## config.mk

```make
export PLATFORM = sky130hd
export DESIGN_NAME = ccc_regs
export DESIGN_NICKNAME = d
export VERILOG_FILES = /design/src/design/ccc_pkg.sv /design/src/design/ccc_chopper.sv /design/src/design/ccc_sample_tick.sv /design/src/design/ccc_regs.sv
export SDC_FILE = /design/constraint.sdc
export NUM_CORES = 1
export LEC_CHECK = 0
export ABC_AREA = 0
export ABC_CLOCK_PERIOD_IN_PS = 4130
export BUFFER_PORTS_ARGS = -buffer_cell sky130_fd_sc_hd__buf_2
export CORE_ASPECT_RATIO = 1.75
export CORE_MARGIN = 8
export CORE_UTILIZATION = 40
export CTS_CLUSTER_DIAMETER = 40
export DETAILED_ROUTE_END_ITERATION = 8
export MAX_ROUTING_LAYER = met4
export SLEW_MARGIN = 20
export SYNTH_ARGS = -nofsm -noshare
export SYNTH_HDL_FRONTEND = slang
export SYNTH_SLANG_ARGS = --single-unit
export TNS_END_PERCENT = 10
```

## constraint.sdc

```tcl
create_clock -name core_clk -period 4.13 [get_ports core_clk]
set_input_delay 0.2065 -clock core_clk [delete_from_list [all_inputs] [get_ports core_clk]]
set_output_delay 0.2065 -clock core_clk [all_outputs]
set_load 0.01 [all_outputs]
```

## src/design/ccc_pkg.sv

```systemverilog
package ccc_pkg;

    // ------------------------------------------------------------
    // Channel layout
    // ------------------------------------------------------------
    localparam int         CH_NUM      = 4;
    localparam logic [7:0] CH_STRIDE   = 8'h30;

    // ------------------------------------------------------------
    // Byte offsets of channel 1
    // ------------------------------------------------------------
    localparam logic [7:0] OFF_CFG     = 8'h32;
    localparam logic [7:0] OFF_GAIN_LO = 8'h33;
    localparam logic [7:0] OFF_GAIN_HI = 8'h34;
    localparam logic [7:0] OFF_CHOP_LO = 8'h35;
    localparam logic [7:0] OFF_CHOP_HI = 8'h36;
    localparam logic [7:0] OFF_DEC_B0  = 8'h37;
    localparam logic [7:0] OFF_DEC_B1  = 8'h38;
    localparam logic [7:0] OFF_DEC_B2  = 8'h39;
    localparam logic [7:0] OFF_SHIFT   = 8'h3A;
    localparam logic [7:0] OFF_FCTL    = 8'h3B;
    localparam logic [7:0] OFF_F1DMIN  = 8'h3C;
    localparam logic [7:0] OFF_F1DMAX  = 8'h3D;
    localparam logic [7:0] OFF_F1CMIN  = 8'h3E;
    localparam logic [7:0] OFF_F1CMAX  = 8'h3F;
    localparam logic [7:0] OFF_F2DMIN  = 8'h40;
    localparam logic [7:0] OFF_F2DMAX  = 8'h41;
    localparam logic [7:0] OFF_FIRST   = OFF_CFG;
    localparam logic [7:0] OFF_LAST    = OFF_F2DMAX;

    // ------------------------------------------------------------
    // Channel configuration byte
    // ------------------------------------------------------------
    localparam int         CFG_AAF     = 0;
    localparam int         CFG_INV     = 1;
    localparam int         CFG_CALPH   = 2;
    localparam int         CFG_CICBYP  = 4;
    localparam int         CFG_F0EN    = 5;
    localparam int         CFG_F1EN    = 6;
    localparam int         CFG_F0BYP   = 7;
    localparam logic [7:0] CFG_MASK    = 8'hF7;
    localparam logic [7:0] CFG_RST     = 8'hF0;

    // ------------------------------------------------------------
    // Filter 0 control byte
    // ------------------------------------------------------------
    localparam int         FCTL_F2EN   = 0;
    localparam int         FCTL_ODD1   = 1;
    localparam int         FCTL_ODD2   = 2;
    localparam int         FCTL_DEC1   = 4;
    localparam int         FCTL_DEC2   = 6;
    localparam logic [7:0] FCTL_MASK   = 8'hF7;
    localparam logic [7:0] FCTL_RST    = 8'h00;

    // ------------------------------------------------------------
    // Widths and reset values
    // ------------------------------------------------------------
    localparam int          DEC_W      = 17;
    localparam int          SHIFT_W    = 7;
    localparam int          DADDR_W    = 7;
    localparam int          CADDR_W    = 6;
    localparam logic [15:0] GAIN_RST   = 16'h4000;
    localparam logic [15:0] CHOP_RST   = 16'h0000;
    localparam logic [16:0] DEC_RST    = 17'h00008;
    localparam logic [6:0]  SHIFT_RST  = 7'h00;
    localparam logic [6:0]  DMIN_RST   = 7'h00;
    localparam logic [6:0]  DMAX_RST   = 7'h7F;
    localparam logic [5:0]  CMIN_RST   = 6'h00;
    localparam logic [5:0]  CMAX_RST   = 6'h3F;

    // ------------------------------------------------------------
    // Sampling rate
    // ------------------------------------------------------------
    localparam logic [4:0]  CYC_PER_CH = 5'h04;

endpackage

```

## src/design/ccc_chopper.sv

```systemverilog
`timescale 1ns/1ns
module ccc_chopper
(
    input  wire logic        core_clk,
    input  wire logic        nrst,
    input  wire logic [15:0] divider,
    input  wire logic        invert,
    input  wire logic        cal_phase,
    output logic             tick_q,
    output logic             wave_q
);

    // ------------------------------------------------------------
    // Period counter
    // ------------------------------------------------------------
    logic [15:0] cnt_q;
    logic [15:0] cnt_d;
    logic        run;
    logic        last;
    logic        first_half;
    logic        wave_d;

    assign run        = (divider != 16'h0000);
    assign last       = (cnt_q >= divider - 16'h0001);
    assign cnt_d      = (!run || last) ? 16'h0000 : cnt_q + 16'h0001;
    assign first_half = (cnt_q < {1'b0, divider[15:1]});
    // Divider of one cannot make a square wave; only the tick runs then
    assign wave_d     = run & ((first_half ^ cal_phase) ^ invert);

    always_ff @(posedge core_clk)
    begin
        if (!nrst)
        begin
            cnt_q  <= 16'h0000;
            tick_q <= 1'b0;
            wave_q <= 1'b0;
        end
        else
        begin
            cnt_q  <= cnt_d;
            tick_q <= run & last;
            wave_q <= wave_d;
        end
    end

endmodule

```

## src/design/ccc_sample_tick.sv

```systemverilog
`timescale 1ns/1ns
module ccc_sample_tick
(
    input  wire logic       core_clk,
    input  wire logic       nrst,
    input  wire logic [2:0] channels_in_use,
    output logic            tick_q
);

    // ------------------------------------------------------------
    // Sample period is four cycles per channel in use
    // ------------------------------------------------------------
    logic [4:0] period;
    logic [4:0] cnt_q;
    logic [2:0] chans;
    logic       last;

    // Zero channels would give a zero period, so it counts as one
    assign chans  = (channels_in_use == 3'h0) ? 3'h1 : channels_in_use;
    assign period = 5'(CYC_MUL(chans));
    assign last   = (cnt_q >= period - 5'h01);

    function automatic logic [4:0] CYC_MUL(input logic [2:0] n);
        CYC_MUL = 5'(ccc_pkg::CYC_PER_CH * n);
    endfunction

    always_ff @(posedge core_clk)
    begin
        if (!nrst)
        begin
            cnt_q  <= 5'h00;
            tick_q <= 1'b0;
        end
        else
        begin
            cnt_q  <= last ? 5'h00 : cnt_q + 5'h01;
            tick_q <= last;
        end
    end

endmodule

```

## src/design/ccc_regs.sv

```systemverilog
// What this block does
// - Cutoff select bit zero, reset 0.5MHz
// - Bit 1 inverts input through chopper
// - Bit 2 selects calibrated chopper phase
// - Bit 4 bypasses decimator, reset bypassed
// - Bit 5 enables FIR filter 0
// - Bit 6 enables FIR filter 1
// - Bit 7 bypasses FIR filter 0
// - Sixteen bit gain, two bytes, reset 4000h
// - Chopper divider zero disables chopper
// - Chopper runs at clock over divider
// - Seventeen bit decimation factor, reset 8
// - Sample rate is clock over 4N
// - Seven bit decimator shift, reset zero
// - Control bit 0 enables section f2
// - Control bits 1,2 select odd taps
// - Two bit decimation fields for f1, f2
// - Seven bit f1 data address window
// - Six bit f1 coefficient address window
// - Seven bit f2 data address window
// - Map repeats for channels 2 to 4
`timescale 1ns/1ns
module ccc_regs
(
    input  wire logic              core_clk,
    input  wire logic              nrst,
    input  wire logic [7:0]        reg_addr,
    input  wire logic [7:0]        reg_wdata,
    input  wire logic              reg_wr,
    input  wire logic              reg_rd,
    output logic      [7:0]        reg_rdata,
    input  wire logic [2:0]        channels_in_use,
    output logic      [3:0]        aaf_cutoff_3mhz,
    output logic      [3:0]        chopper_invert,
    output logic      [3:0]        chopper_cal_phase_sel,
    output logic      [3:0]        cic_bypass,
    output logic      [3:0]        filter0_enable,
    output logic      [3:0]        filter1_enable,
    output logic      [3:0]        filter0_bypass,
    output logic      [3:0][15:0]  recon_gain,
    output logic      [3:0][15:0]  chopper_divider,
    output logic      [3:0][16:0]  decimation_factor,
    output logic      [3:0][6:0]   decimator_shift,
    output logic      [3:0]        filter0_second_section_on,
    output logic      [3:0]        filter0_first_odd_taps,
    output logic      [3:0]        filter0_second_odd_taps,
    output logic      [3:0][1:0]   filter0_first_decim,
    output logic      [3:0][1:0]   filter0_second_decim,
    output logic      [3:0][6:0]   f1_data_min,
    output logic      [3:0][6:0]   f1_data_max,
    output logic      [3:0][5:0]   f1_coef_min,
    output logic      [3:0][5:0]   f1_coef_max,
    output logic      [3:0][6:0]   f2_data_min,
    output logic      [3:0][6:0]   f2_data_max,
    output logic      [3:0]        chopper_tick,
    output logic      [3:0]        chopper_wave,
    output logic                   sample_tick
);

    // ------------------------------------------------------------
    // Storage, one set per channel
    // ------------------------------------------------------------
    logic [3:0][7:0]  cfg_q;
    logic [3:0][15:0] gain_q;
    logic [3:0][15:0] chop_q;
    logic [3:0][16:0] dec_q;
    logic [3:0][6:0]  shift_q;
    logic [3:0][7:0]  fctl_q;
    logic [3:0][6:0]  f1dmin_q;
    logic [3:0][6:0]  f1dmax_q;
    logic [3:0][5:0]  f1cmin_q;
    logic [3:0][5:0]  f1cmax_q;
    logic [3:0][6:0]  f2dmin_q;
    logic [3:0][6:0]  f2dmax_q;

    logic [3:0][7:0]  loc;
    logic [3:0]       hit;
    logic [3:0][7:0]  rd_byte;
    logic [7:0]       rdata_d;

    // ------------------------------------------------------------
    // Per-channel decode, write and read select
    // ------------------------------------------------------------
    genvar ch;
    generate
        for (ch = 0; ch < ccc_pkg::CH_NUM; ch = ch + 1)
        begin : g_ch
            // Fold each channel onto channel 1 offsets
            assign loc[ch] = 8'(reg_addr - 8'(ch * ccc_pkg::CH_STRIDE));
            assign hit[ch] = (reg_addr >= 8'(ch * ccc_pkg::CH_STRIDE))
                             && (loc[ch] >= ccc_pkg::OFF_FIRST)
                             && (loc[ch] <= ccc_pkg::OFF_LAST);

            always_ff @(posedge core_clk)
            begin
                if (!nrst)
                begin
                    cfg_q[ch]    <= ccc_pkg::CFG_RST;
                    gain_q[ch]   <= ccc_pkg::GAIN_RST;
                    chop_q[ch]   <= ccc_pkg::CHOP_RST;
                    dec_q[ch]    <= ccc_pkg::DEC_RST;
                    shift_q[ch]  <= ccc_pkg::SHIFT_RST;
                    fctl_q[ch]   <= ccc_pkg::FCTL_RST;
                    f1dmin_q[ch] <= ccc_pkg::DMIN_RST;
                    f1dmax_q[ch] <= ccc_pkg::DMAX_RST;
                    f1cmin_q[ch] <= ccc_pkg::CMIN_RST;
                    f1cmax_q[ch] <= ccc_pkg::CMAX_RST;
                    f2dmin_q[ch] <= ccc_pkg::DMIN_RST;
                    f2dmax_q[ch] <= ccc_pkg::DMAX_RST;
                end
                else if (reg_wr && hit[ch])
                begin
                    case (loc[ch])
                        ccc_pkg::OFF_CFG:
                            cfg_q[ch] <= reg_wdata & ccc_pkg::CFG_MASK;
                        ccc_pkg::OFF_GAIN_LO:
                            gain_q[ch][7:0] <= reg_wdata;
                        ccc_pkg::OFF_GAIN_HI:
                            gain_q[ch][15:8] <= reg_wdata;
                        ccc_pkg::OFF_CHOP_LO:
                            chop_q[ch][7:0] <= reg_wdata;
                        ccc_pkg::OFF_CHOP_HI:
                            chop_q[ch][15:8] <= reg_wdata;
                        ccc_pkg::OFF_DEC_B0:
                            dec_q[ch][7:0] <= reg_wdata;
                        ccc_pkg::OFF_DEC_B1:
                            dec_q[ch][15:8] <= reg_wdata;
                        ccc_pkg::OFF_DEC_B2:
                            dec_q[ch][16] <= reg_wdata[0];
                        ccc_pkg::OFF_SHIFT:
                            shift_q[ch] <= reg_wdata[6:0];
                        ccc_pkg::OFF_FCTL:
                            fctl_q[ch] <= reg_wdata & ccc_pkg::FCTL_MASK;
                        ccc_pkg::OFF_F1DMIN:
                            f1dmin_q[ch] <= reg_wdata[6:0];
                        ccc_pkg::OFF_F1DMAX:
                            f1dmax_q[ch] <= reg_wdata[6:0];
                        ccc_pkg::OFF_F1CMIN:
                            f1cmin_q[ch] <= reg_wdata[5:0];
                        ccc_pkg::OFF_F1CMAX:
                            f1cmax_q[ch] <= reg_wdata[5:0];
                        ccc_pkg::OFF_F2DMIN:
                            f2dmin_q[ch] <= reg_wdata[6:0];
                        ccc_pkg::OFF_F2DMAX:
                            f2dmax_q[ch] <= reg_wdata[6:0];
                        default:
                            cfg_q[ch] <= cfg_q[ch];
                    endcase
                end
            end

            // Readback: unused positions come back as zero
            always_comb
            begin
                case (loc[ch])
                    ccc_pkg::OFF_CFG:     rd_byte[ch] = cfg_q[ch];
                    ccc_pkg::OFF_GAIN_LO: rd_byte[ch] = gain_q[ch][7:0];
                    ccc_pkg::OFF_GAIN_HI: rd_byte[ch] = gain_q[ch][15:8];
                    ccc_pkg::OFF_CHOP_LO: rd_byte[ch] = chop_q[ch][7:0];
                    ccc_pkg::OFF_CHOP_HI: rd_byte[ch] = chop_q[ch][15:8];
                    ccc_pkg::OFF_DEC_B0:  rd_byte[ch] = dec_q[ch][7:0];
                    ccc_pkg::OFF_DEC_B1:  rd_byte[ch] = dec_q[ch][15:8];
                    ccc_pkg::OFF_DEC_B2:  rd_byte[ch] = {7'h00, dec_q[ch][16]};
                    ccc_pkg::OFF_SHIFT:   rd_byte[ch] = {1'b0, shift_q[ch]};
                    ccc_pkg::OFF_FCTL:    rd_byte[ch] = fctl_q[ch];
                    ccc_pkg::OFF_F1DMIN:  rd_byte[ch] = {1'b0, f1dmin_q[ch]};
                    ccc_pkg::OFF_F1DMAX:  rd_byte[ch] = {1'b0, f1dmax_q[ch]};
                    ccc_pkg::OFF_F1CMIN:  rd_byte[ch] = {2'h0, f1cmin_q[ch]};
                    ccc_pkg::OFF_F1CMAX:  rd_byte[ch] = {2'h0, f1cmax_q[ch]};
                    ccc_pkg::OFF_F2DMIN:  rd_byte[ch] = {1'b0, f2dmin_q[ch]};
                    ccc_pkg::OFF_F2DMAX:  rd_byte[ch] = {1'b0, f2dmax_q[ch]};
                    default:              rd_byte[ch] = 8'h00;
                endcase
            end

            // --------------------------------------------------------
            // Settings straight from the storage flops
            // --------------------------------------------------------
            assign aaf_cutoff_3mhz[ch]       = cfg_q[ch][ccc_pkg::CFG_AAF];
            assign chopper_invert[ch]        = cfg_q[ch][ccc_pkg::CFG_INV];
            assign chopper_cal_phase_sel[ch] = cfg_q[ch][ccc_pkg::CFG_CALPH];
            assign cic_bypass[ch]            = cfg_q[ch][ccc_pkg::CFG_CICBYP];
            assign filter0_enable[ch]        = cfg_q[ch][ccc_pkg::CFG_F0EN];
            assign filter1_enable[ch]        = cfg_q[ch][ccc_pkg::CFG_F1EN];
            assign filter0_bypass[ch]        = cfg_q[ch][ccc_pkg::CFG_F0BYP];
            assign filter0_second_section_on[ch] = fctl_q[ch][ccc_pkg::FCTL_F2EN];
            assign filter0_first_odd_taps[ch]    = fctl_q[ch][ccc_pkg::FCTL_ODD1];
            assign filter0_second_odd_taps[ch]   = fctl_q[ch][ccc_pkg::FCTL_ODD2];
            assign filter0_first_decim[ch]  = fctl_q[ch][ccc_pkg::FCTL_DEC1 +: 2];
            assign filter0_second_decim[ch] = fctl_q[ch][ccc_pkg::FCTL_DEC2 +: 2];

            // --------------------------------------------------------
            // Chopper rate generator
            // --------------------------------------------------------
            ccc_chopper u_chop
            (
                .core_clk  (core_clk),
                .nrst      (nrst),
                .divider   (chop_q[ch]),
                .invert    (cfg_q[ch][ccc_pkg::CFG_INV]),
                .cal_phase (cfg_q[ch][ccc_pkg::CFG_CALPH]),
                .tick_q    (chopper_tick[ch]),
                .wave_q    (chopper_wave[ch])
            );
        end
    endgenerate

    // ------------------------------------------------------------
    // Wide fields out
    // ------------------------------------------------------------
    assign recon_gain        = gain_q;
    assign chopper_divider   = chop_q;
    assign decimation_factor = dec_q;
    assign decimator_shift   = shift_q;
    assign f1_data_min       = f1dmin_q;
    assign f1_data_max       = f1dmax_q;
    assign f1_coef_min       = f1cmin_q;
    assign f1_coef_max       = f1cmax_q;
    assign f2_data_min       = f2dmin_q;
    assign f2_data_max       = f2dmax_q;

    // ------------------------------------------------------------
    // Read data; unmapped addresses answer zero
    // ------------------------------------------------------------
    assign rdata_d = (hit[0] ? rd_byte[0] : 8'h00)
                   | (hit[1] ? rd_byte[1] : 8'h00)
                   | (hit[2] ? rd_byte[2] : 8'h00)
                   | (hit[3] ? rd_byte[3] : 8'h00);

    always_ff @(posedge core_clk)
    begin
        if (!nrst)
            reg_rdata <= 8'h00;
        else if (reg_rd)
            reg_rdata <= rdata_d;
    end

    // ------------------------------------------------------------
    // Channel sample strobe
    // ------------------------------------------------------------
    ccc_sample_tick u_sample
    (
        .core_clk        (core_clk),
        .nrst            (nrst),
        .channels_in_use (channels_in_use),
        .tick_q          (sample_tick)
    );

endmodule

```

=== Yosys cells after proc, flatten, opt, wreduce, memory -nomap -nowiden ===
Index checks and enable logic that the tools add are counted.

* Flip-flop bits (word level): 526
* Input port bits: 23
* Output and inout bits: 457
* Logic and storage cells: 300

* Add/subtract/negate cells: 13
* Magnitude comparators: 21
* Eq/ne operators: 64
* Multiplexer cells: 9
* Bitwise gates (word level): 20
* Reduce and logical (&&, ||, !) cells: 94

{| class="wikitable"
|+ Operators by type and width
! cell !! number
|-
| $pmux W8 S16 || 4
|-
| $eq A8 B6 Y1 const B || 56
|-
| $reduce_and A2 Y1 || 64
|-
| $add A16 B1 Y16 const B || 4
|-
| $eq A8 B7 Y1 const B || 8
|-
| $ge A16 B16 Y1 || 4
|-
| $lt A16 B15 Y1 || 4
|-
| $reduce_bool A16 Y1 || 4
|-
| $sub A16 B1 Y16 const B || 4
|-
| $ge A8 B6 Y1 const B || 5
|-
| $le A8 B7 Y1 const B || 4
|-
| $mux W8 || 4
|-
| $or A8 B8 Y8 || 3
|-
| $logic_and A1 B1 Y1 || 12
|-
| $reduce_or A2 Y1 || 5
|-
| $and A1 B1 Y1 || 8
|-
| $ge A8 B1 Y1 const B || 1
|-
| $ge A8 B7 Y1 const B || 1
|-
| $ge A8 B8 Y1 const B || 1
|-
| $sub A8 B6 Y8 const B || 1
|-
| $sub A8 B7 Y8 const B || 1
|-
| $sub A8 B8 Y8 const B || 1
|-
| $xor A1 B1 Y1 || 8
|-
| $add A5 B1 Y5 const B || 1
|-
| 7 further kinds || 13
|}

=== Depth between registers and ports, before layout ===
Gate-level depths: netlist of run 1.

* Word-level depth: 8
* Mapped depth: 14
* Mapped depth without buffers: 13

=== Modules after synthesis ===
A second synthesis of run 1 with hierarchy kept.

* Cell total of the unflattened synthesis: 3,322
* Area total of the unflattened synthesis: 27,751.6 um2

{| class="wikitable"
|+ Modules (own cells, without submodules)
! module !! times used !! cells each !! area each (um2) !! sequential area each (um2)
|-
| ccc_regs || 1 || 2,451 || 20,490.9 || 8,968.6
|-
| ccc_chopper (g_ch[0].u_chop ...) || 3 || 210 || 1,722.9 || 360.3
|-
| ccc_chopper (g_ch[3].u_chop) || 1 || 206 || 1,769.2 || 360.3
|-
| ccc_sample_tick || 1 || 35 || 322.8 || 120.1
|}

=== Worst setup path after synthesis of run 1 ===
OpenSTA, ideal clock, no wires.

* Path kind: register to register
* From: register chop_q (netlist bit chopper_divider[20])
* To: register g_ch[1].u_chop.cnt_q[10]
* Arrival: 3.044 ns
* Required time: 4.013 ns
* Slack: 0.969 ns
* Cell stages (with the launch flop): 13
* Buffers on the path: 1
* Period minus slack after synthesis: 3.161 ns
* Cells stage by stage: dfxtp_1 -> or4_1 -> or3_1 -> nand4b_1 -> nor3_1 -> xnor2_1 -> ha_1 -> nand4_1 -> nor4_1 -> inv_1 -> o211ai_2 -> buf_2 -> nor2_1

* Word-level cells in the longest chain between the ends: 4
* Elaborated cells on any way between the ends: 6
* Those cells by class: 1 x add/sub; 1 x order compare; 4 x reduce/logical

{| class="wikitable"
|+ RTL lines
! element !! line !! text
|-
| start, declared || ccc_regs.sv:65 || <nowiki>logic [3:0][15:0] chop_q;</nowiki>
|-
| start signal, assigned by index || ccc_regs.sv:100 || <nowiki>chop_q[ch] <= ccc_pkg::CHOP_RST;</nowiki>
|-
| start signal, assigned by index || ccc_regs.sv:121 || <nowiki>chop_q[ch][7:0] <= reg_wdata;</nowiki>
|-
| start signal, assigned by index || ccc_regs.sv:123 || <nowiki>chop_q[ch][15:8] <= reg_wdata;</nowiki>
|-
| $sub A16 B1 Y16 / $reduce_bool A16 Y1 (equally long branches) || ccc_chopper.sv:24, ccc_chopper.sv:23 ||
|-
| $ge A16 B16 Y1 / $logic_not A1 Y1 (equally long branches) || ccc_chopper.sv:24, ccc_chopper.sv:25 ||
|-
| $logic_or A1 B1 Y1 (*) || ccc_chopper.sv:25 || <nowiki>assign cnt_d = (!run || last) ? 16'h0000 : cnt_q + 16'h0001;</nowiki>
|-
| $reduce_or A2 Y1 (no source line) (*) || - ||
|-
| end signal, assigned || ccc_chopper.sv:40 || <nowiki>cnt_q <= cnt_d;</nowiki>
|-
| end, declared || ccc_chopper.sv:16 || <nowiki>logic [15:0] cnt_q;</nowiki>
|}

Mark *: on every way between the ends. The rest lies on a longest branch, timed or not.
A chain may end at the register's enable or synchronous reset.

=== Worst setup path in the final report of run 1 ===
* From: register chop_q (netlist bit chopper_divider[20])
* To: register g_ch[1].u_chop.cnt_q[15]

The elaborated chain is that of the path after synthesis.

==> impl_metrics.py, run 1 <==
metrics = {
    "drt": {
        "antenna_left": 0,
        "vias": 27332,
        "vias_per_cell": 5.90,
        "drc": 0,
        "wl_per_cell_um": 27.9,
        "drt_wl_total_um": 129000,
        "drt-pass1-iter-count": 7,
        "first_iter_violations": 2640,
    },
    "cts": {
        "clock_path_buffers": 3,
        "clk_latency_ns": 0.63,
        "hold_buffers": 1,
        "cts_root_buf": "clkbuf_16",
        "cts.repair.resized": 0,
        "cts_tree": "built",
        "path_clk_slew_ns": 0.06,
        "postCtsSetupRepairBufs": 0,
        "cts_buffers": 68,
        "cts.sinks": 526,
        "htreeDepth": 3,
    },
    "place": {
        "dpl.hpwl_um": 95700,
        "placedCellCount": 4507,
        "port_buffers": 479,
        "gp_congestion": 0.967,
    },
    "sta": {
        "fin_worst_hold_slack_ns": 0.0550,
        "rsz0062_at_grt": "no",
        "setup_viol": 0,
        "tns_ns": 0,
        "min_period_ns": 3.50,
        "maxClockFrequency_mhz": 285,
        "timing.final.crit_share_pct": 84.8,
        "worst_slew_pin_slew_ns": 1.18,
        "slew-limit-headroom_pct": 21.6,
        "slew_viol_final": 0,
        "hold_viol": 0,
        "clock_skew_ns": 0.0172,
    },
    "global_routing": {
        "first_global_vias": 26746,
        "grt_pass1_wl_um": 187000,
        "grt_use_total_pct": 32.2,
        "grt_max_degree": 148,
        "antenna_found_initial": 2,
        "grt_overflow": 0,
    },
    "power": {
        "power.density_mw_per_mm2": 349,
        "cellLeakagePower_nw": 13.5,
        "peakVddDrop_mv": 0.314,
        "total_power_mw": 11.6,
    },
    "worst_setup_path": {
        "crit_end": "g_ch[1].u_chop.cnt_q[15]",
        "ff2ff_setup_slack_ns": 0.63,
        "critPathMaxFanout": 16,
        "rr_endpoint": "g_ch[1].u_chop.cnt_q[15]",
        "startpoint": "chopper_divider[20]",
        "critPathRequiredTime_ns": 4.61,
        "path_class": "reg2reg",
        "critPathLaunchType": "register",
        "r2r_start": "chopper_divider[20]",
        "crit_arrival_ns": 3.98,
        "end_kind": "register",
        "rr_worst_depth": 11,
    },
    "synth": {
        "synth_top_area_share_pct": 37.6,
        "synth_area_leader_cell": "dfxtp_1",
        "ys_seq_area_share_pct": 37.6,
        "async_flop_share_pct": 0,
        "yosysUniqueCellTypes": 81,
        "synthTopCellsByArea": "dfxtp_1, ha_1, nand2_1, nand3_1, a21boi_0",
        "synth.avg_cell_area_sq_um": 8.46,
        "syn_nets": 3478,
        "synth-edff-count": 0,
        "ys_warn_count": 0,
        "synth_cells": 3307,
        "synth_top_flop_cell": "dfxtp_1",
        "synth_area_sq_mm": 0.0280,
        "synth_seq_cells": 526,
    },
    "floorplan": {
        "die_h_um": 366,
        "die_x_um": 216,
        "start_util_pct": 40.3,
        "core_sq_mm": 0.0695,
        "row_count": 128,
        "ios": 480,
        "die_area_sq_mm": 0.0790,
    },
    "final_layout": {
        "final_nets": 3839,
        "final_cells": 4629,
        "areaGrowthSynthToFinish_pct": 19.2,
        "layout-drive-gt1-share_pct": 19.4,
    },
    "min_path": {
        "hp-class": "in2reg",
    },
    "job": {
        "maxCapViolCount": 0,
    },
    "status": {
        "outcome": "finished clean",
    },
}
critical path, stage by stage, from the launching register on:
cell	delay (ns)
dfxtp_1	0.37
or4_1	0.58
or3_1	0.40
nand4b_1	0.27
nor3_1	0.22
xnor2_1	0.10
ha_1	0.30
nand4_1	0.12
nor4_1	0.28
inv_1	0.10
o211ai_2	0.53
nor2_1	0.12
metrics by stage:
stage	util (%)	setup slack [ns]	area, sq um
after global placement	44.8	0.688	31100
after global routing	48.0	0.276	33400
after floorplan	-	0.969	28000
after CTS	48.0	0.606	33400
final	48.0	0.626	33400
after detailed placement	44.8	0.616	31100
per-layer routing:
layer	routed length, um	part of all wire [%]	global-route usage (%)	vias to the layer above
li1	-	-	-	12495
met1	47600	37	34.7	13227
met2	60900	47	51.9	1292
met3	11400	8.9	9.09	318
met4	8990	7.0	19.8	0
met5	0	0	-	-
flip-flops by register name (all words and copies together) (netlist names), 5 cells and up:
name,cells
u_sample.cnt_q,5
recon_gain,64
decimator_shift,28
reg_rdata,8
decimation_factor,68
filter0_first_decim,8
chopper_divider,64
filter0_second_decim,8
f1_coef_min,24
g_ch.u_chop.cnt_q,64
f1_data_max,28
f1_coef_max,24
f1_data_min,28
f2_data_min,28
f2_data_max,28
cell families (layout without fill, tap and decap cells):
family | Yosys count | after routing | synth area share (%)
compound gates | 775 | 775 | 19.8
xor+xnor | 120 | 120 | 3.78
fa+ha+maj | 148 | 148 | 6.62
buf+inv | 357 | 766 | 5.55
flops | 526 | 526 | 37.6
mux | 134 | 134 | 4.85
other cells | 0 | 3 | 0
simple gates | 1247 | 1247 | 21.8
Yosys cell counts, types with 28 or more instances:
master      n
a21boi_0  197
o21ai_0   155
mux2i_1   129
a21oi_1    46
xor2_1     42
nand3_1   303
buf_4      29
a21boi_1   55
nand2_1   481
ha_1      148
xnor2_1    77
a221oi_1   42
a21o_1     44
clkbuf_1  157
nand4_1    42
nor3_1     28
dfxtp_1   526
nor2_1    139
inv_1      86
a22o_1     47
nor2b_1   105
buf_2      59
a22oi_1    71
report_power, final:
part	internal, mW	leakage, nW	switching (mW)
registers	5.08	4.24	0.0100
clock network	3.44	1.06	2.51
logic	0.169	8.21	0.434
worst min path at each step:
stage / from / end / depth (start not counted)
after global placement: u_sample.cnt_q[0] / u_sample.cnt_q[0] / 1
after floorplan: nrst / g_ch[0].u_chop.wave_q / 2
final: reg_wr / filter0_bypass[1] / 3
after global routing: reg_wr / chopper_cal_phase_sel[1] / 3
after detailed placement: u_sample.cnt_q[0] / u_sample.cnt_q[0] / 1
after CTS: reg_wr / filter1_enable[1] / 3
layout make-up:
cell class	count	area, sq um
Tap cell	910	1140
Clock inverter	37	392
Sequential cell	526	10500
Multi-Input combinational cell	2424	16000
Timing Repair Buffer	562	3160
Clock buffer	81	1810
Inverter	86	323
Antenna cell	3	7.51
Fill cell	7012	36100
layout by cell type (no fill, tap or decap), types with 23 or more instances in the layout:
master / instances
a21boi_0: 197
a21boi_1: 55
a21o_1: 44
a21oi_1: 46
a221oi_1: 42
a222oi_1: 23
a22o_1: 47
a22oi_1: 71
and3_1: 27
buf_2: 477
buf_4: 73
clkbuf_16: 70
dfxtp_1: 526
ha_1: 148
inv_1: 86
mux2i_1: 129
nand2_1: 481
nand3_1: 303
nand4_1: 42
nor2_1: 139
nor2b_1: 105
nor3_1: 28
o21ai_0: 155
xnor2_1: 77
xor2_1: 42
No activity file was read; power rests on OpenSTA's default activity.
==> inputs of run 2 (changes only) <==
--- a/config.mk
+++ b/config.mk
@@ -6,7 +6,7 @@
 export NUM_CORES = 1
 export LEC_CHECK = 0
 export ABC_AREA = 0
-export ABC_CLOCK_PERIOD_IN_PS = 4130
+export ABC_CLOCK_PERIOD_IN_PS = 3650
 export BUFFER_PORTS_ARGS = -buffer_cell sky130_fd_sc_hd__buf_2
 export CORE_ASPECT_RATIO = 1.75
 export CORE_MARGIN = 8
==> constraint.sdc (replaced) <==
create_clock -name core_clk -period 3.65 [get_ports core_clk]
set_input_delay 0.1825 -clock core_clk [delete_from_list [all_inputs] [get_ports core_clk]]
set_output_delay 0.1825 -clock core_clk [all_outputs]
set_load 0.01 [all_outputs]
==> run 2 against run 1 <==
- clock skew increased by 0.0014 ns
- sequential share of layout area decreased by 0.45 points
- first-iteration DRC count decreased by 1.8%
- non-clock buffer count increased by 45
- sequential power increased by 13%
- via count increased by 1.4%
- combinational power increased by 16%
- clock power increased by 19%
- critical path depth increased by 3
- core utilization increased by 0.69 points
- highest routed layer unchanged
==> impl_metrics.py, run 2 (synthesis gave the netlist of run 1 again) <==
metrics = {
    "status": {
        "outcome": "finished clean",
    },
    "final_layout": {
        "layout-drive-gt1-share_pct": 20.4,
        "layout_commonest_cell": "dfxtp_1",
        "largest_reg_flops": 68,
        "areaGrowthSynthToFinish_pct": 20.9,
        "final_area_sq_mm": 0.0339,
        "fillers": 6947,
        "multi_input_area_sq_mm": 0.0160,
        "register_area_sq_mm": 0.0105,
        "layout_common_cells": "dfxtp_1, nand2_1, buf_2",
        "final_nets": 3882,
    },
    "drt": {
        "vias_per_cell": 5.93,
        "wl_per_cell_um": 27.8,
        "vias": 27702,
        "drc": 0,
        "first_iter_violations": 2593,
        "drt_wl_total_um": 130000,
        "antenna_left": 0,
        "drt-pass1-iter-count": 7,
    },
    "place": {
        "port_buffers": 479,
        "placed_cell_area_sq_mm": 0.0315,
        "gp_congestion": 0.973,
        "dpl.hpwl_um": 97900,
        "pre_cts_slack_ns": 0.432,
    },
    "sta": {
        "maxClockFrequency_mhz": 309,
        "rsz0062_at_grt": "no",
        "fin_worst_hold_slack_ns": 0.0853,
        "clock_skew_ns": 0.0186,
        "slew_viol_final": 0,
        "setup_viol": 0,
        "tns_ns": 0,
        "worst_slew_pin_slew_ns": 1.14,
        "fin_ws_ns": 0.417,
        "slew-limit-headroom_pct": 24.3,
        "min_period_ns": 3.23,
        "timing.final.crit_share_pct": 88.6,
        "hold_viol": 0,
    },
    "power": {
        "cellLeakagePower_nw": 13.8,
        "peakVddDrop_mv": 0.424,
        "p_seq_share_pct": 42.6,
        "netSwitchingPower_mw": 3.35,
        "total_power_mw": 13.5,
        "swShare_pct": 24.8,
        "pwr-share-clk_pct": 52.3,
        "internal_power_mw": 10.2,
        "p_comb_share_pct": 5.2,
        "power.density_mw_per_mm2": 400,
    },
    "worst_setup_path": {
        "critPathLaunchType": "register",
        "end_kind": "register",
        "path_class": "reg2reg",
        "critPathMaxFanout": 16,
        "critPathRequiredTime_ns": 4.16,
        "crit_arrival_ns": 3.74,
    },
    "min_path": {
        "hp-class": "in2reg",
    },
    "floorplan": {
        "die_h_um": 366,
        "row_count": 128,
        "die_x_um": 216,
        "start_util_pct": 40.3,
        "die_area_sq_mm": 0.0790,
        "ios": 480,
        "core_sq_mm": 0.0695,
    },
    "cts": {
        "cts_tree": "built",
        "cts_root_buf": "clkbuf_16",
        "clock_path_buffers": 3,
        "htreeDepth": 3,
        "path_clk_slew_ns": 0.06,
        "cts_buffers": 66,
        "cts.sinks": 526,
        "clk_latency_ns": 0.63,
    },
    "global_routing": {
        "grt_max_degree": 130,
        "first_global_vias": 26695,
        "grt_pass1_wl_um": 188000,
        "grt_overflow": 0,
        "grt_use_total_pct": 32.4,
        "antenna_found_initial": 0,
    },
    "job": {
        "maxCapViolCount": 0,
    },
}
run 2: cell count changes in the layout (fill, tap and decap cells not counted), sizes merged:
cell         delta
clkbuf          -3
bufinv          +5
buf            +43
diode           -2
clkinv          -4
dlygate4sd3     +2
run 2: through the flow:
step	std cells	utilization, %
6_report	4670	48.7
5_1_grt	4669	48.7
4_1_cts	4669	48.7
3_5_place_dp	4550	45.3
3_3_place_gp	4550	45.3
2_1_floorplan	3307	-
run 2: worst paths after layout:
check                      start                       end  slack, ns  cells past startpoint
max          chopper_divider[50]  g_ch[3].u_chop.cnt_q[10]       0.42                     14
min                       reg_rd              reg_rdata[6]       0.09                      3
max reg2reg  chopper_divider[50]  g_ch[3].u_chop.cnt_q[10]       0.42                     14
min reg2reg    u_sample.cnt_q[0]         u_sample.cnt_q[0]       0.47                      1
run 2: power by group through the flow:
stage	clock, mW	sequential (mW)	combinational (mW)
after global placement	0	5.89	0.679
after detailed placement	0	5.89	0.679
after CTS	7.16	5.76	0.683
final	7.07	5.76	0.700
after global routing	7.38	5.76	0.722
after floorplan	0	5.89	0.394
run 2: layout make-up:
type | count | area share, %
multi-input cells | 2424 | 47.3
flip-flops and latches | 526 | 31.1
repair buffers | 607 | 10.4
clock buffers | 78 | 5.31
well taps | 910 | 3.36
clock inverters | 38 | 1.58
inverters | 86 | 0.954
diodes | 1 | 0.00739
run 2: what timing repair did:
item	in CTS	in global routing
endpoints found under the hold margin	18	0
setup buffers	0	0
resized for setup	0	0
hold buffers	3	0
run 2: critical path, stage by stage, from the launching register on:
cell	delay, ns
dfxtp_1	0.38
nor4_1	0.51
and3_1	0.34
nand2_1	0.16
nor4_1	0.35
xnor2_1	0.12
ha_1	0.30
nand4_1	0.11
nor2_1	0.19
a21oi_1	0.09
o211ai_1	0.13
nor2_1	0.07
o21ai_1	0.07
buf_4	0.24
nor2_1	0.07
run 2: routing by layer:
metal,wire length [um],share of wire (%),global-route usage (%)
met5,0,0,-
met4,8870,6.8,19.4
met3,11700,9.0,8.59
met2,61700,47,52.3
met1,47700,37,35.5
